`src/core_exec_pkg.sv`:
```
// Constants and operation codes for the instruction subset execution block
// Behaviour
// - Bit set skips next instruction, two cycles
// - Watchdog clear zeroes counter and prescaler
// - Watchdog clear sets timeout and powerdown flags
// - Call pushes PC plus one to stack
// - Call loads eleven-bit operand into PC low
// - Call takes PC bits 12:11 from latch
// - Call takes two instruction cycles, more if no next instruction is there to drop
// - Complement writes inverted register, updates zero
// - Destination 0 is accumulator, 1 register
// - Decrement writes register minus one, updates zero
// - Register clear writes zero, sets zero flag
// - Accumulator clear writes zero, sets zero flag
// - PC change or true test adds NOP
package core_exec_pkg;

    localparam int unsigned DATA_W       = 8;
    localparam int unsigned ADDR_W       = 7;
    localparam int unsigned PC_W         = 13;
    localparam int unsigned LIT_W        = 11;
    localparam int unsigned LATCH_W      = 5;
    localparam int unsigned PHASES       = 4;

    // Operation select on the instruction port
    localparam logic [2:0] skip_if_bit_set_op = 3'h0;
    localparam logic [2:0] watchdog_clear_op  = 3'h1;
    localparam logic [2:0] subroutine_call_op = 3'h2;
    localparam logic [2:0] complement_reg_op  = 3'h3;
    localparam logic [2:0] clear_reg_op       = 3'h4;
    localparam logic [2:0] decrement_reg_op   = 3'h5;
    localparam logic [2:0] clear_accum_op     = 3'h6;

    // APB register byte offsets
    localparam logic [7:0] CTRL_OFS       = 8'h00;
    localparam logic [7:0] PC_LATCH_OFS   = 8'h04;
    localparam logic [7:0] STATUS_OFS     = 8'h08;
    localparam logic [7:0] ACCUM_OFS      = 8'h0c;
    localparam logic [7:0] PC_OFS         = 8'h10;

    // Field positions
    localparam int unsigned CTRL_RUN_BIT   = 0;
    localparam int unsigned ST_ZERO_BIT    = 0;
    localparam int unsigned ST_PD_BIT      = 3;
    localparam int unsigned ST_TO_BIT      = 4;
    localparam int unsigned LATCH_HI_BIT   = 4;
    localparam int unsigned LATCH_LO_BIT   = 3;

    // Values after reset
    localparam logic [PC_W-1:0]    PC_RST    = 13'h0000;
    localparam logic [DATA_W-1:0]  ACCUM_RST = 8'h00;
    localparam logic [LATCH_W-1:0] LATCH_RST = 5'h00;
    localparam logic               RUN_RST   = 1'b0;
    localparam logic               FLAG_RST  = 1'b1;

endpackage

```
`src/cycle_phase_gen.sv`:
```
// Divider that splits the clock into instruction cycles of several phases
`timescale 1ns/1ps
`default_nettype none
module cycle_phase_gen #(
    parameter int unsigned PHASES = core_exec_pkg::PHASES
) (
    // Clock and reset
    input  wire logic i_clk,
    input  wire logic i_sys_rst,
    // Phase enables
    output logic      o_start,
    output logic      o_last
);
    localparam int unsigned CW = (PHASES > 1) ? $clog2(PHASES) : 1;
    localparam logic [CW-1:0] LAST_PH = CW'(PHASES - 1);

    logic [CW-1:0] cnt_q;
    logic [CW-1:0] cnt_d;

    always_comb
    begin
        cnt_d = (cnt_q == LAST_PH) ? '0 : cnt_q + CW'(1);
    end

    always_ff @(posedge i_clk or posedge i_sys_rst)
    begin
        if (i_sys_rst)
            cnt_q <= '0;
        else
            cnt_q <= cnt_d;
    end

    assign o_start = (cnt_q == '0);
    assign o_last  = (cnt_q == LAST_PH);
endmodule // cycle_phase_gen
`default_nettype wire

```
`src/core_exec.sv`:
```
// Execution unit for skip, watchdog clear, call, complement, clear and decrement
//
// Our own choices: the APB slave port and the register offsets.
`timescale 1ns/1ps
`default_nettype none
module core_exec #(
    parameter int unsigned PHASES = core_exec_pkg::PHASES
) (
    // Clock and reset
    input  wire logic        i_clk,
    input  wire logic        i_sys_rst,
    // Instruction port
    input  wire logic        i_instr_valid,
    input  wire logic [2:0]  i_instr_op,
    input  wire logic [6:0]  i_instr_addr,
    input  wire logic [2:0]  i_instr_bit,
    input  wire logic        i_instr_dest,
    input  wire logic [10:0] i_instr_lit,
    output logic             o_instr_ack,
    output logic             o_instr_done,
    output logic             o_cycle_nop,
    // Register file
    input  wire logic [7:0]  i_reg_rdata,
    output logic [6:0]       o_reg_addr,
    output logic             o_reg_we,
    output logic [7:0]       o_reg_wdata,
    // Stack, watchdog and core state
    output logic             o_stack_push,
    output logic [12:0]      o_stack_data,
    output logic             o_watchdog_clear,
    output logic             o_prescaler_clear,
    output logic [12:0]      o_pc,
    output logic [7:0]       o_accum,
    output logic             o_zero_flag,
    output logic             o_timeout_flag,
    output logic             o_powerdown_flag,
    // APB slave
    input  wire logic        i_psel,
    input  wire logic        i_penable,
    input  wire logic        i_pwrite,
    input  wire logic [7:0]  i_paddr,
    input  wire logic [31:0] i_pwdata,
    output logic             o_pready,
    output logic [31:0]      o_prdata,
    output logic             o_pslverr
);
    logic start;
    logic last;

    cycle_phase_gen #(.PHASES(PHASES)) i_cycle_phase_gen (
        .i_clk     (i_clk),
        .i_sys_rst (i_sys_rst),
        .o_start   (start),
        .o_last    (last)
    );

    function automatic logic to_register(input logic [2:0] op, input logic dest);
        to_register = (op == core_exec_pkg::clear_reg_op) ||
                      (((op == core_exec_pkg::complement_reg_op) ||
                        (op == core_exec_pkg::decrement_reg_op)) && dest);
    endfunction

    function automatic logic reg_mapped(input logic [7:0] a);
        reg_mapped = (a == core_exec_pkg::CTRL_OFS) || (a == core_exec_pkg::PC_LATCH_OFS) ||
                     (a == core_exec_pkg::STATUS_OFS) || (a == core_exec_pkg::ACCUM_OFS) ||
                     (a == core_exec_pkg::PC_OFS);
    endfunction

    // Execution state
    logic        busy_q,      busy_d;
    logic [2:0]  op_q,        op_d;
    logic [6:0]  addr_q,      addr_d;
    logic [2:0]  bit_q,       bit_d;
    logic        dest_q,      dest_d;
    logic [10:0] lit_q,       lit_d;
    logic        nop_q,       nop_d;
    logic        nop_skip_q,  nop_skip_d;
    logic        drop_q,      drop_d;
    logic [12:0] pc_q,        pc_d;
    logic [7:0]  accum_q,     accum_d;
    logic        zero_q,      zero_d;
    logic        to_q,        to_d;
    logic        pd_q,        pd_d;
    logic        we_q,        we_d;
    logic [7:0]  wdata_q,     wdata_d;
    logic        push_q,      push_d;
    logic [12:0] sdata_q,     sdata_d;
    logic        wdt_q,       wdt_d;
    logic        presc_q,     presc_d;
    logic        ack_q,       ack_d;
    logic        done_q,      done_d;
    // Software registers
    logic        run_q,       run_d;
    logic [4:0]  latch_q,     latch_d;
    logic        pready_q,    pready_d;
    logic [31:0] prdata_q,    prdata_d;
    logic        pslverr_q,   pslverr_d;

    logic       exec;
    logic [7:0] result;
    logic       wr_st;
    logic       apb_wr;

    assign exec   = last && busy_q;
    assign apb_wr = i_psel && i_penable && pready_q && i_pwrite && !pslverr_q;
    assign wr_st  = apb_wr && (i_paddr == core_exec_pkg::STATUS_OFS);

    always_comb
    begin
        busy_d     = busy_q;
        op_d       = op_q;
        addr_d     = addr_q;
        bit_d      = bit_q;
        dest_d     = dest_q;
        lit_d      = lit_q;
        nop_d      = nop_q;
        nop_skip_d = nop_skip_q;
        drop_d     = drop_q;
        pc_d       = pc_q;
        accum_d    = accum_q;
        zero_d     = zero_q;
        to_d       = to_q;
        pd_d       = pd_q;
        we_d       = 1'b0;
        wdata_d    = wdata_q;
        push_d     = 1'b0;
        sdata_d    = sdata_q;
        wdt_d      = 1'b0;
        presc_d    = 1'b0;
        ack_d      = 1'b0;
        done_d     = 1'b0;
        result     = 8'h00;

        // Flags are write-one-to-clear; a same-cycle set below wins
        if (wr_st && i_pwdata[core_exec_pkg::ST_TO_BIT])
            to_d = 1'b0;
        if (wr_st && i_pwdata[core_exec_pkg::ST_PD_BIT])
            pd_d = 1'b0;

        // A discarded instruction is still acked so the fetcher moves on
        if (start && i_instr_valid && !busy_q && !ack_q && (nop_q || run_q))
        begin
            ack_d = 1'b1;
            if (!nop_q)
            begin
                busy_d = 1'b1;
                op_d   = i_instr_op;
                addr_d = i_instr_addr;
                bit_d  = i_instr_bit;
                dest_d = i_instr_dest;
                lit_d  = i_instr_lit;
            end
            else
                drop_d = 1'b1;
        end

        // The forced no-op lasts until a following instruction has really been dropped,
        // so a slow fetcher cannot slip the skipped instruction past it
        if (last && nop_q && drop_q)
        begin
            nop_d  = 1'b0;
            drop_d = 1'b0;
            done_d = 1'b1;
            if (nop_skip_q)
                pc_d = pc_q + 13'h0001;
        end

        if (exec)
        begin
            busy_d = 1'b0;
            done_d = 1'b1;
            pc_d   = pc_q + 13'h0001;
            case (op_q)
                core_exec_pkg::skip_if_bit_set_op:
                begin
                    if (i_reg_rdata[bit_q])
                    begin
                        nop_d      = 1'b1;
                        nop_skip_d = 1'b1;
                    end
                end
                core_exec_pkg::watchdog_clear_op:
                begin
                    wdt_d   = 1'b1;
                    presc_d = 1'b1;
                    to_d    = 1'b1;
                    pd_d    = 1'b1;
                end
                core_exec_pkg::subroutine_call_op:
                begin
                    push_d     = 1'b1;
                    sdata_d    = pc_q + 13'h0001;
                    pc_d       = {latch_q[core_exec_pkg::LATCH_HI_BIT:core_exec_pkg::LATCH_LO_BIT],
                                  lit_q};
                    nop_d      = 1'b1;
                    nop_skip_d = 1'b0;
                end
                core_exec_pkg::complement_reg_op:
                begin
                    result = ~i_reg_rdata;
                    zero_d = (result == 8'h00);
                end
                core_exec_pkg::decrement_reg_op:
                begin
                    result = i_reg_rdata - 8'h01;
                    zero_d = (result == 8'h00);
                end
                core_exec_pkg::clear_reg_op:
                begin
                    result = 8'h00;
                    zero_d = 1'b1;
                end
                core_exec_pkg::clear_accum_op:
                begin
                    result = 8'h00;
                    zero_d = 1'b1;
                    accum_d = 8'h00;
                end
                default:
                begin
                    result = 8'h00;
                end
            endcase
            if (to_register(op_q, dest_q))
            begin
                we_d    = 1'b1;
                wdata_d = result;
            end
            else if ((op_q == core_exec_pkg::complement_reg_op) || (op_q == core_exec_pkg::decrement_reg_op))
                accum_d = result;
        end
    end

    // APB slave: one wait state, answer registered
    always_comb
    begin
        run_d     = run_q;
        latch_d   = latch_q;
        pready_d  = 1'b0;
        prdata_d  = prdata_q;
        pslverr_d = 1'b0;
        if (i_psel && i_penable && !pready_q)
        begin
            pready_d  = 1'b1;
            pslverr_d = !reg_mapped(i_paddr);
            prdata_d  = 32'h0000_0000;
            if (!i_pwrite)
            begin
                case (i_paddr)
                    core_exec_pkg::CTRL_OFS:     prdata_d[core_exec_pkg::CTRL_RUN_BIT] = run_q;
                    core_exec_pkg::PC_LATCH_OFS: prdata_d[4:0] = latch_q;
                    core_exec_pkg::STATUS_OFS:
                    begin
                        prdata_d[core_exec_pkg::ST_ZERO_BIT] = zero_q;
                        prdata_d[core_exec_pkg::ST_PD_BIT]   = pd_q;
                        prdata_d[core_exec_pkg::ST_TO_BIT]   = to_q;
                    end
                    core_exec_pkg::ACCUM_OFS:    prdata_d[7:0] = accum_q;
                    core_exec_pkg::PC_OFS:       prdata_d[12:0] = pc_q;
                    default:                     prdata_d = 32'h0000_0000;
                endcase
            end
        end
        if (apb_wr && (i_paddr == core_exec_pkg::CTRL_OFS))
            run_d = i_pwdata[core_exec_pkg::CTRL_RUN_BIT];
        if (apb_wr && (i_paddr == core_exec_pkg::PC_LATCH_OFS))
            latch_d = i_pwdata[4:0];
    end

    always_ff @(posedge i_clk or posedge i_sys_rst)
    begin
        if (i_sys_rst)
        begin
            busy_q     <= 1'b0;
            op_q       <= 3'h0;
            addr_q     <= 7'h00;
            bit_q      <= 3'h0;
            dest_q     <= 1'b0;
            lit_q      <= 11'h000;
            nop_q      <= 1'b0;
            nop_skip_q <= 1'b0;
            drop_q     <= 1'b0;
            pc_q       <= core_exec_pkg::PC_RST;
            accum_q    <= core_exec_pkg::ACCUM_RST;
            zero_q     <= 1'b0;
            to_q       <= core_exec_pkg::FLAG_RST;
            pd_q       <= core_exec_pkg::FLAG_RST;
            we_q       <= 1'b0;
            wdata_q    <= 8'h00;
            push_q     <= 1'b0;
            sdata_q    <= 13'h0000;
            wdt_q      <= 1'b0;
            presc_q    <= 1'b0;
            ack_q      <= 1'b0;
            done_q     <= 1'b0;
            run_q      <= core_exec_pkg::RUN_RST;
            latch_q    <= core_exec_pkg::LATCH_RST;
            pready_q   <= 1'b0;
            prdata_q   <= 32'h0000_0000;
            pslverr_q  <= 1'b0;
        end
        else
        begin
            busy_q     <= busy_d;
            op_q       <= op_d;
            addr_q     <= addr_d;
            bit_q      <= bit_d;
            dest_q     <= dest_d;
            lit_q      <= lit_d;
            nop_q      <= nop_d;
            nop_skip_q <= nop_skip_d;
            drop_q     <= drop_d;
            pc_q       <= pc_d;
            accum_q    <= accum_d;
            zero_q     <= zero_d;
            to_q       <= to_d;
            pd_q       <= pd_d;
            we_q       <= we_d;
            wdata_q    <= wdata_d;
            push_q     <= push_d;
            sdata_q    <= sdata_d;
            wdt_q      <= wdt_d;
            presc_q    <= presc_d;
            ack_q      <= ack_d;
            done_q     <= done_d;
            run_q      <= run_d;
            latch_q    <= latch_d;
            pready_q   <= pready_d;
            prdata_q   <= prdata_d;
            pslverr_q  <= pslverr_d;
        end
    end

    assign o_instr_ack       = ack_q;
    assign o_instr_done      = done_q;
    assign o_cycle_nop       = nop_q;
    assign o_reg_addr        = addr_q;
    assign o_reg_we          = we_q;
    assign o_reg_wdata       = wdata_q;
    assign o_stack_push      = push_q;
    assign o_stack_data      = sdata_q;
    assign o_watchdog_clear  = wdt_q;
    assign o_prescaler_clear = presc_q;
    assign o_pc              = pc_q;
    assign o_accum           = accum_q;
    assign o_zero_flag       = zero_q;
    assign o_timeout_flag    = to_q;
    assign o_powerdown_flag  = pd_q;
    assign o_pready          = pready_q;
    assign o_prdata          = prdata_q;
    assign o_pslverr         = pslverr_q;

    property p_skip_set;
        @(posedge i_clk) disable iff (i_sys_rst)
        exec && op_q == core_exec_pkg::skip_if_bit_set_op && i_reg_rdata[bit_q] |=> nop_q && nop_skip_q;
    endproperty
    a_skip_set: assert property (p_skip_set) else $error("skip with bit set gave no nop");

    property p_skip_clear;
        @(posedge i_clk) disable iff (i_sys_rst)
        exec && op_q == core_exec_pkg::skip_if_bit_set_op && !i_reg_rdata[bit_q] |=> !nop_q;
    endproperty
    a_skip_clear: assert property (p_skip_clear) else $error("skip with bit clear inserted nop");

    property p_wdt_clear;
        @(posedge i_clk) disable iff (i_sys_rst)
        exec && op_q == core_exec_pkg::watchdog_clear_op |=> o_watchdog_clear && o_prescaler_clear ##1 !o_watchdog_clear;
    endproperty
    a_wdt_clear: assert property (p_wdt_clear) else $error("watchdog clear pulse wrong");

    property p_wdt_flags;
        @(posedge i_clk) disable iff (i_sys_rst)
        exec && op_q == core_exec_pkg::watchdog_clear_op |=> o_timeout_flag && o_powerdown_flag;
    endproperty
    a_wdt_flags: assert property (p_wdt_flags) else $error("status flags not set");

    property p_call_push;
        @(posedge i_clk) disable iff (i_sys_rst)
        exec && op_q == core_exec_pkg::subroutine_call_op |=> o_stack_push && o_stack_data == $past(pc_q) + 13'h0001;
    endproperty
    a_call_push: assert property (p_call_push) else $error("call pushed wrong address");

    property p_call_pc;
        @(posedge i_clk) disable iff (i_sys_rst)
        exec && op_q == core_exec_pkg::subroutine_call_op |=>
            o_pc[10:0] == $past(lit_q) && o_pc[12:11] == $past(latch_q[4:3]);
    endproperty
    a_call_pc: assert property (p_call_pc) else $error("call target wrong");

    property p_call_two;
        @(posedge i_clk) disable iff (i_sys_rst)
        exec && op_q == core_exec_pkg::subroutine_call_op |=> nop_q && !busy_q ##1 nop_q && !busy_q;
    endproperty
    a_call_two: assert property (p_call_two) else $error("call not followed by nop");

    property p_comp_reg;
        @(posedge i_clk) disable iff (i_sys_rst)
        exec && op_q == core_exec_pkg::complement_reg_op && dest_q |=>
            o_reg_we && o_reg_wdata == ~$past(i_reg_rdata) && !nop_q;
    endproperty
    a_comp_reg: assert property (p_comp_reg) else $error("complement result wrong");

    property p_dest_accum;
        @(posedge i_clk) disable iff (i_sys_rst)
        exec && (op_q == core_exec_pkg::complement_reg_op || op_q == core_exec_pkg::decrement_reg_op) && !dest_q
            |=> !o_reg_we;
    endproperty
    a_dest_accum: assert property (p_dest_accum) else $error("register written for accumulator dest");

    property p_dec;
        @(posedge i_clk) disable iff (i_sys_rst)
        exec && op_q == core_exec_pkg::decrement_reg_op && !dest_q |=>
            o_accum == 8'($past(i_reg_rdata) - 8'h01) && o_zero_flag == ($past(i_reg_rdata) == 8'h01);
    endproperty
    a_dec: assert property (p_dec) else $error("decrement result or zero wrong");

    property p_clr_reg;
        @(posedge i_clk) disable iff (i_sys_rst)
        exec && op_q == core_exec_pkg::clear_reg_op |=> o_reg_we && o_reg_wdata == 8'h00 && o_zero_flag;
    endproperty
    a_clr_reg: assert property (p_clr_reg) else $error("register clear wrong");

    property p_clr_accum;
        @(posedge i_clk) disable iff (i_sys_rst)
        exec && op_q == core_exec_pkg::clear_accum_op |=> o_accum == 8'h00 && o_zero_flag && !o_reg_we;
    endproperty
    a_clr_accum: assert property (p_clr_accum) else $error("accumulator clear wrong");

    c_skip: cover property (@(posedge i_clk) disable iff (i_sys_rst)
        exec && op_q == core_exec_pkg::skip_if_bit_set_op ##1 nop_q);
    c_call: cover property (@(posedge i_clk) disable iff (i_sys_rst)
        exec && op_q == core_exec_pkg::subroutine_call_op);
    c_dec_zero: cover property (@(posedge i_clk) disable iff (i_sys_rst)
        exec && op_q == core_exec_pkg::decrement_reg_op && i_reg_rdata == 8'h01);
endmodule // core_exec
`default_nettype wire

```
`config.mk`:
```
export PLATFORM = sky130hd
export DESIGN_NAME = core_exec
export DESIGN_NICKNAME = d
export VERILOG_FILES = /design/src/core_exec_pkg.sv /design/src/cycle_phase_gen.sv /design/src/core_exec.sv
export SDC_FILE = /design/constraint.sdc
export NUM_CORES = 1
export LEC_CHECK = 0
export BUFFER_PORTS_ARGS = -buffer_cell sky130_fd_sc_hd__buf_2
export CAP_MARGIN = 20
export CORE_ASPECT_RATIO = 1.25
export CORE_UTILIZATION = 29
export CTS_CLUSTER_SIZE = 16
export DETAILED_ROUTE_END_ITERATION = 12
export GPL_TIMING_DRIVEN = 0
export PLACE_DENSITY = 0.57
export SLEW_MARGIN = 20
export SYNTH_ARGS = -nofsm -noshare
export SYNTH_HDL_FRONTEND = slang
export SYNTH_HIERARCHICAL = 1
export SYNTH_SLANG_ARGS = --single-unit
```
`constraint.sdc`:
```
create_clock -name i_clk -period 6.4 [get_ports i_clk]
set_input_delay 1.28 -clock i_clk [delete_from_list [all_inputs] [get_ports i_clk]]
set_output_delay 1.28 -clock i_clk [all_outputs]
set_load 0.1 [all_outputs]
```
======== Word-level counts from Yosys, hierarchy flattened ========
Cells that the tools add are included.
word-level totals
  register bits ........................... 121
  input port bits ......................... 79
  output and inout port bits .............. 93
  logic and storage cells ................. 144
cells by class
  add/subtract/negate cells ............... 3
  magnitude comparators ................... 1
  equal/unequal tests ..................... 13
  multiplexer cells ....................... 47
  bitwise logic cells ..................... 2
  reduce and logical (&&, ||, !) cells .... 51
operators with widths
  kind                     count
  $mux W13                 5
  $mux W1                  28
  $logic_not A8 Y1         3
  $mux W8                  3
  $logic_and A1 B1 Y1      18
  $eq A8 B4 Y1 const B     2
  $pmux W8 S2              1
  $reduce_and A2 Y1        7
  $add A13 B1 Y13 const B  1
  $reduce_bool A2 Y1       6
  $eq A3 B3 Y1 const B     3
  $eq A8 B3 Y1 const B     1
  $eq A8 B5 Y1 const B     1
  $not A8 Y8               1
  $pmux W2 S4              1
  $sub A8 B1 Y8 const B    1
  $logic_or A1 B1 Y1       7
  $eq A3 B2 Y1 const B     2
  $pmux W2 S3              1
  $pmux W3 S2              1
  $logic_not A1 Y1         5
  $mux W5                  1
  $pmux W1 S5              1
  $lt A3 B4 Y1 const B     1
  other kinds (15)         16

======== Depth between registers and ports, before layout ========
Gate-level depths: netlist of the first run.
  depth after elaboration ................. 9
  mapped depth ............................ 9
  depth with buffers taken out ............ 6

======== Hierarchy ========
The synthesis of the first run kept the hierarchy.
modules (own cells, without submodules)
  module           times used  cells an instance  area each (um^2)  sequential area each (um^2)
  core_exec        1           472                5126.2            2504.9
  cycle_phase_gen  1           8                  90.1              50.0

======== Worst setup path after synthesis of the first run ========
OpenSTA, ideal clock, no wires.
  kind .................................... input-to-reg
  from .................................... in i_reg_rdata[1]
  to ...................................... reg accum_q[6], in the netlist o_accum[6]
  setup time .............................. 0.134 ns
  arrival ................................. 2.553 ns
  required time ........................... 6.266 ns
  slack ................................... 3.713 ns
  stages .................................. 6
  cells stage by stage .................... inv_1 > ha_1 > or3b_2 > o31a_1 > o21ai_0 > o211ai_1
between the ends
  longest elaborated chain between the ends .. 4
RTL lines
  what                  RTL line          text
  start, declared       core_exec.sv:23   input wire logic [7:0] i_reg_rdata,
  $sub A8 B1 Y8         core_exec.sv:205  result = i_reg_rdata - 8'h01;
  $pmux W8 S2           core_exec.sv:173  case (op_q)
  $mux W8               core_exec.sv:229  else if ((op_q == core_exec_pkg::complement_reg_op) || (op_q == core_exec_pkg::decrement_reg_op))
  $mux W8               core_exec.sv:224  if (to_register(op_q, dest_q))
  end signal, assigned  core_exec.sv:284  accum_q <= core_exec_pkg::ACCUM_RST;
  end signal, assigned  core_exec.sv:314  accum_q <= accum_d;
  end, declared         core_exec.sv:80   logic [7:0] accum_q, accum_d;
No other way between the ends.
A chain may end at the register's enable or synchronous reset.

======== Worst setup path in the final report of the first run ========
  from .................................... reg pc_q[4], in the netlist o_pc[4]
  to ...................................... out o_pc[4]
RTL lines
  what                    RTL line          text
  start, declared         core_exec.sv:79   logic [12:0] pc_q, pc_d;
  start signal, assigned  core_exec.sv:283  pc_q <= core_exec_pkg::PC_RST;
  start signal, assigned  core_exec.sv:313  pc_q <= pc_d;
  end, declared           core_exec.sv:32   output logic [12:0] o_pc,
No word-level cell between the ends.

==> results.cfg, run 1 <==
[yosys]
synth.avg_cell_area_sq_um = 10.9
ys_types = 66
synth_area_sq_mm = 0.00522
synth_edf_count = 0
synthCells = 480
yosysWarnings = 6
ys.flop_type = dfrtp_1
ys_ff_latch = 102
synth_async_sr_flop_share = 1.00
yosysSeqAreaShare = 0.490

[timing]
fin_setup_tns_ns = 0
period_minus_slack_ns = 2.74
tightest_slew_ns = 0.797
finalWorstSetupSlack_ns = 3.66
fin_crit_sh = 0.428
fin_hold_ws_ns = 0.457
slew_headroom = 0.468
setup_viol = 0
max_freq_mhz = 365
slew_violations = 0
finalHoldViolations = 0
rsz0062_at_grt = false
clock_skew_ns = 0.0105

[placed_design]
place_congestion = 0.848
place_worst_setup_slack_ns = 3.28
place_area_sq_mm = 0.00620
place_hpwl_um = 11100
io_buffers = 121

[flow_run]
cap_violations = 0

[clock_network]
cts_sinks = 102
cts_made_buffers = 9
cts_setup_buffers = 0
cts.clk_slew.worst_paths_ns = 0.07
tritoncts = built
cts_hold_buffers = 0
clk_latency_ns = 0.35
cts_resized = 0
cts_buffer_depth = 2
cts-root-buf = clkbuf_16
cts_max_level = 3

[setup_path]
crit_path_end_kind = primary output
critPathLaunchType = flip-flop
cpPeakStageDelay_ns = 0.59
critPathSlowestCell = dfrtp_1
cp_max_fo = 8
cp_num_buf_inv = 1
critPathKind = reg2out
critPathTopFamily = flip-flops
worstPathCellList = buf_2
cp_data_required_time_ns = 5.12
arrival_ns = 1.46

[die]
core_area_sq_mm = 0.0175
io_pins = 172
start_util = 0.298
die_area_sq_mm = 0.0185
die_x_um = 122
row_count = 54
die_h_um = 152

[pwr]
finalPower_w = 0.00242
leakagePower_nw = 3.19
power.density_mw_per_mm2 = 373
ir_drop_v = 0.000394

[hold_path]
hold_path_class = reg2reg

[routing]
post_drt_wl_per_cell_um = 16.9
drt-initial-drc-count = 156
postRouteAntennaNets = 0
drc_errors = 0
drt_wl_total_um = 14500
firstDrtPassIters = 5
vias_per_cell = 4.93
via_count = 4242

[global_routing]
grt_max_degree = 62
grt_first_pass_wirelength_um = 23200
antenna_found_initial = 0
grt_overflow = 0
grt_pass1_vias = 4272
grt_usage = 0.163

[cells_and_area]
layout-drive-gt1-share = 0.354
nNetsFinal = 716
fillers = 1779
fin_area_sq_mm = 0.00649
diodes = 0
syn_to_final_growth_pct = 24.5

[outcome]
outcome = complete, no violations
-- cell usage in the layout (no fill, tap or decap), types with 3 or more instances in the layout --
master     count
a21o_1         4
a21oi_1       12
a22o_1        13
a22oi_1        8
a2bb2oi_1      8
a31oi_1        4
and2_1         4
and3b_1        3
buf_2        127
buf_4         24
buf_6          3
clkbuf_1      18
clkbuf_16      9
conb_1        19
dfrtp_1      100
ha_1           6
inv_1         14
mux2_2        38
mux2i_1        8
nand2_1       33
nand2b_1       6
nand3_1       14
nand3b_1       6
nand4_1        5
nor2_1        16
nor2b_1        4
nor3_1         9
nor4_1         3
o211ai_1       5
o21a_1         4
o21ai_0       32
o22ai_1        5
o2bb2ai_1      3
o31ai_1        4
o41ai_1        3
or3_1          4
xnor2_1        8
xor2_1         5
-- worst reg2reg max path, stage by stage (launching register included) --
cell       delay (ns)
dfrtp_1          0.58
ha_1             0.36
nand3_1          0.28
or3_1            0.53
a21oi_1          0.18
a2bb2oi_1        0.17
-- synth_stat cells (4+ instances only) --
cell type	count	share of area
dfrtp_1	100	0.48
mux2_2	38	0.082
nand2_1	33	0.024
o21ai_0	32	0.031
buf_4	24	0.035
clkbuf_1	16	0.012
nor2_1	16	0.012
inv_1	15	0.011
nand3_1	14	0.013
a22o_1	13	0.022
a21oi_1	12	0.012
nor3_1	9	0.0086
a22oi_1	8	0.012
a2bb2oi_1	8	0.013
mux2i_1	8	0.015
xnor2_1	8	0.013
buf_2	6	0.0058
ha_1	6	0.014
nand2b_1	6	0.0072
nand3b_1	6	0.0086
nand4_1	5	0.0060
o211ai_1	5	0.0072
o22ai_1	5	0.0060
xor2_1	5	0.0084
a21o_1	4	0.0058
a31oi_1	4	0.0048
and2_1	4	0.0048
nor2b_1	4	0.0048
o21a_1	4	0.0058
o31ai_1	4	0.0058
or3_1	4	0.0048
-- cell type report --
class	instances	area, sq um	share of cell area
inverter	15	61.3	0.00944
tap	224	280	0.0432
sequential	102	2550	0.394
multi-input combinational	331	2350	0.363
clock buffer	11	233	0.0358
clock inverter	5	57.6	0.00886
buffer	50	318	0.0489
timing repair buffer	122	633	0.0975
-- report_power, final --
part           switching [W]  internal, W  total (W)
Sequential          0.000108     0.000773   0.000881
Clock               0.000246     0.000305   0.000551
Combinational       0.000758     0.000230   0.000988
-- kinds of logic after synthesis --
kind of cell	count (synthesis)	share of synthesized area
flops	102	0.490
mux	48	0.106
other cells	1	0.000719
simple gates	125	0.137
xor+xnor	13	0.0218
buf+inv	65	0.0717
fa+ha+maj	6	0.0144
compound gates	120	0.158
-- metrics by stage --
stage / utilization / std cells
6_report: 0.371 / 860
5_1_grt: 0.371 / 860
4_1_cts: 0.371 / 860
3_5_place_dp: 0.354 / 844
3_3_place_gp: 0.353 / 843
2_1_floorplan: - / 498
-- registers in the layout, indices dropped and copies added, names as in the netlist, 2 cells and up --
| name | flops |
|---|---|
| o_reg_wdata | 8 |
| bit_q | 3 |
| i_cycle_phase_gen/cnt_q | 2 |
| o_prdata | 13 |
| o_accum | 8 |
| o_pc | 13 |
| o_stack_data | 13 |
| lit_q | 11 |
| op_q | 3 |
| o_reg_addr | 7 |
| latch_q | 5 |
-- metal layers --
layer / share of wire / global-route usage / vias up
met5: 0 / 0 / -
met4: 0.039 / 0.0894 / 0
met3: 0.050 / 0.0252 / 25
met2: 0.49 / 0.266 / 146
met1: 0.42 / 0.203 / 2058
li1: - / - / 2013
-- final timing paths --
check                      slack, ns                         end                  startpoint  cells after the start
setup / recovery                3.66                     o_pc[4]                     o_pc[4]                      1
hold / removal                  0.46  i_cycle_phase_gen/cnt_q[0]  i_cycle_phase_gen/cnt_q[0]                      1
setup reg to reg                4.23                    o_pc[10]                     o_pc[0]                      5
hold reg to reg                 0.46  i_cycle_phase_gen/cnt_q[0]  i_cycle_phase_gen/cnt_q[0]                      1
max in group asynchronous       4.78              o_timeout_flag                   i_sys_rst                      3
min in group asynchronous       0.81  i_cycle_phase_gen/cnt_q[1]                   i_sys_rst                      2
Power figures use the tool's default switching activity.
==> inputs of run 2 (changes only) <==
clock period = 2.6 ns   (was 6.4 ns; I/O delays follow)
==> results.cfg, run 2 (synthesis gave the netlist of run 1 again) <==
[cells_and_area]
syn_to_final_growth_pct = 25.8
diodes = 0
fin_cells = 862
fillers = 1765
final_common_cell = buf_2
final_util = 0.375
layout_common_cells = 127 x buf_2, 100 x dfrtp_1, 38 x mux2_2
layout-drive-gt1-share = 0.359
nNetsFinal = 719

[placed_design]
place_congestion = 0.865
dp_cells = 847
io_buffers = 121
place_hpwl_um = 11400
place_worst_setup_slack_ns = 0.255

[timing]
period_minus_slack_ns = 2.16
fin_crit_sh = 0.832
max_freq_mhz = 462
clock_skew_ns = 0.00827
tightest_slew_ns = 0.748
fin_setup_tns_ns = 0
rsz0062_at_grt = false
slew_headroom = 0.500
finalHoldViolations = 0
slew_violations = 0
finalWorstSetupSlack_ns = 0.436
setup_viol = 0

[routing]
drt-initial-drc-count = 144
postRouteAntennaNets = 0
post_drt_wl_per_cell_um = 16.7
drt_wl_total_um = 14400
firstDrtPassIters = 4
via_count = 4265
drc_errors = 0
vias_per_cell = 4.95

[clock_network]
cts_sinks = 102
cts_resized = 0
cts_made_buffers = 9
cts_buffer_depth = 2
cts-root-buf = clkbuf_16
cts_hold_buffers = 0
cts.clk_slew.worst_paths_ns = 0.07
clk_latency_ns = 0.35
cts_max_level = 3
tritoncts = built
cts_setup_buffers = 0

[pwr]
power_frac_clock = 0.224
swShare = 0.459
leakagePower_nw = 3.22
power.density_mw_per_mm2 = 907
internal_power_w = 0.00322
ir_drop_v = 0.000928
p_comb_frac = 0.411
switching_power_w = 0.00274
seqPwrFrac = 0.365

[setup_path]
crit_top_cell = buf_6
rrSetupSlack_ns = 0.44
critPathLaunchType = flip-flop
cp_max_fo = 10
worstReg2RegStart = i_cycle_phase_gen/cnt_q[0]
worstPathCellList = ha_1, clkbuf_8, nand3b_1, or2_1, buf_6, inv_1, buf_6, o21ai_0, o2bb2ai_1
cpPeakStageDelay_ns = 0.37
arrival_ns = 2.40
crit_path_end_kind = flip-flop
crit_start = i_cycle_phase_gen/cnt_q[0]
critPathKind = reg2reg
critPathSlowestCell = dfrtp_1
reg2regPathDepth = 9
crit_end = o_pc[6]
cp_data_required_time_ns = 2.84
r2r_end = o_pc[6]

[global_routing]
grt_overflow = 0
grt_first_pass_wirelength_um = 23300
grt_usage = 0.163
grt_max_degree = 29
grt_pass1_vias = 4349
antenna_found_initial = 0

[die]
row_count = 54
die_h_um = 152
die_x_um = 122
die_area_sq_mm = 0.0185
io_pins = 172
core_area_sq_mm = 0.0175
start_util = 0.298

[hold_path]
hold_path_class = in2async

[outcome]
outcome = complete, no violations

[flow_run]
cap_violations = 0
## run 2: cell types whose count changed in the layout (fill, tap and decap cells not counted), sizes merged
cell,change
buf,+3
clkbuf,-2
clkinv,+1
clkinvlp,+1
inv,-1
## run 2: worst min path at each step
stage	slack, ns	startpoint	to	cells past startpoint
floorplan	0.26	i_sys_rst	i_cycle_phase_gen/cnt_q[0]	1
global placement	0.41	i_sys_rst	i_cycle_phase_gen/cnt_q[1]	2
detailed placement	0.41	i_sys_rst	i_cycle_phase_gen/cnt_q[1]	2
CTS	0.03	i_sys_rst	i_cycle_phase_gen/cnt_q[1]	2
global route	0.03	i_sys_rst	i_cycle_phase_gen/cnt_q[1]	2
finish	0.04	i_sys_rst	i_cycle_phase_gen/cnt_q[1]	2
## run 2: worst max-delay path, delay by kind of cell (launching register included)
kind / cells / cell delay (ns)
compound gates: 2 / 0.25
fa+ha+maj: 1 / 0.19
buf+inv: 4 / 0.62
flops: 1 / 0.37
simple gates: 2 / 0.62
## run 2: layout make-up
cell class | instances | area (sq um) | area share
Sequential cell | 102 | 2550 | 0.389
Multi-Input combinational cell | 331 | 2350 | 0.359
Timing Repair Buffer | 125 | 708 | 0.108
Buffer | 50 | 318 | 0.0484
Tap cell | 224 | 280 | 0.0427
Clock buffer | 9 | 225 | 0.0343
Clock inverter | 6 | 62.6 | 0.00953
Inverter | 15 | 60.1 | 0.00915
## run 2: power groups by stage
| stage | registers, W | logic [W] | clock network [W] |
|---|---|---|---|
| finish | 0.00218 | 0.00245 | 0.00133 |
| global route | 0.00222 | 0.00258 | 0.00144 |
| CTS | 0.00218 | 0.00246 | 0.00139 |
| detailed placement | 0.00221 | 0.00246 | 0 |
| global placement | 0.00219 | 0.00241 | 0 |
| floorplan | 0.00331 | 0.000824 | 0 |
## run 2: metrics by stage
stage               total power, W  cell area [sq um]  hold slack [ns]
floorplan                  0.00414               5290            0.261
global placement           0.00460               6170            0.409
detailed placement         0.00467               6280            0.408
CTS                        0.00603               6560           0.0274
global route               0.00624               6560           0.0321
finish                     0.00596               6560           0.0406
## run 2: routing by layer
| metal | routed length [um] | global-route usage | vias to the layer above |
|---|---|---|---|
| met4 | 455 | 0.0747 | 0 |
| met3 | 690 | 0.0330 | 25 |
| met2 | 7420 | 0.278 | 149 |
| met1 | 5850 | 0.195 | 2066 |
| met5 | 0 | 0 | - |
| li1 | - | - | 2025 |
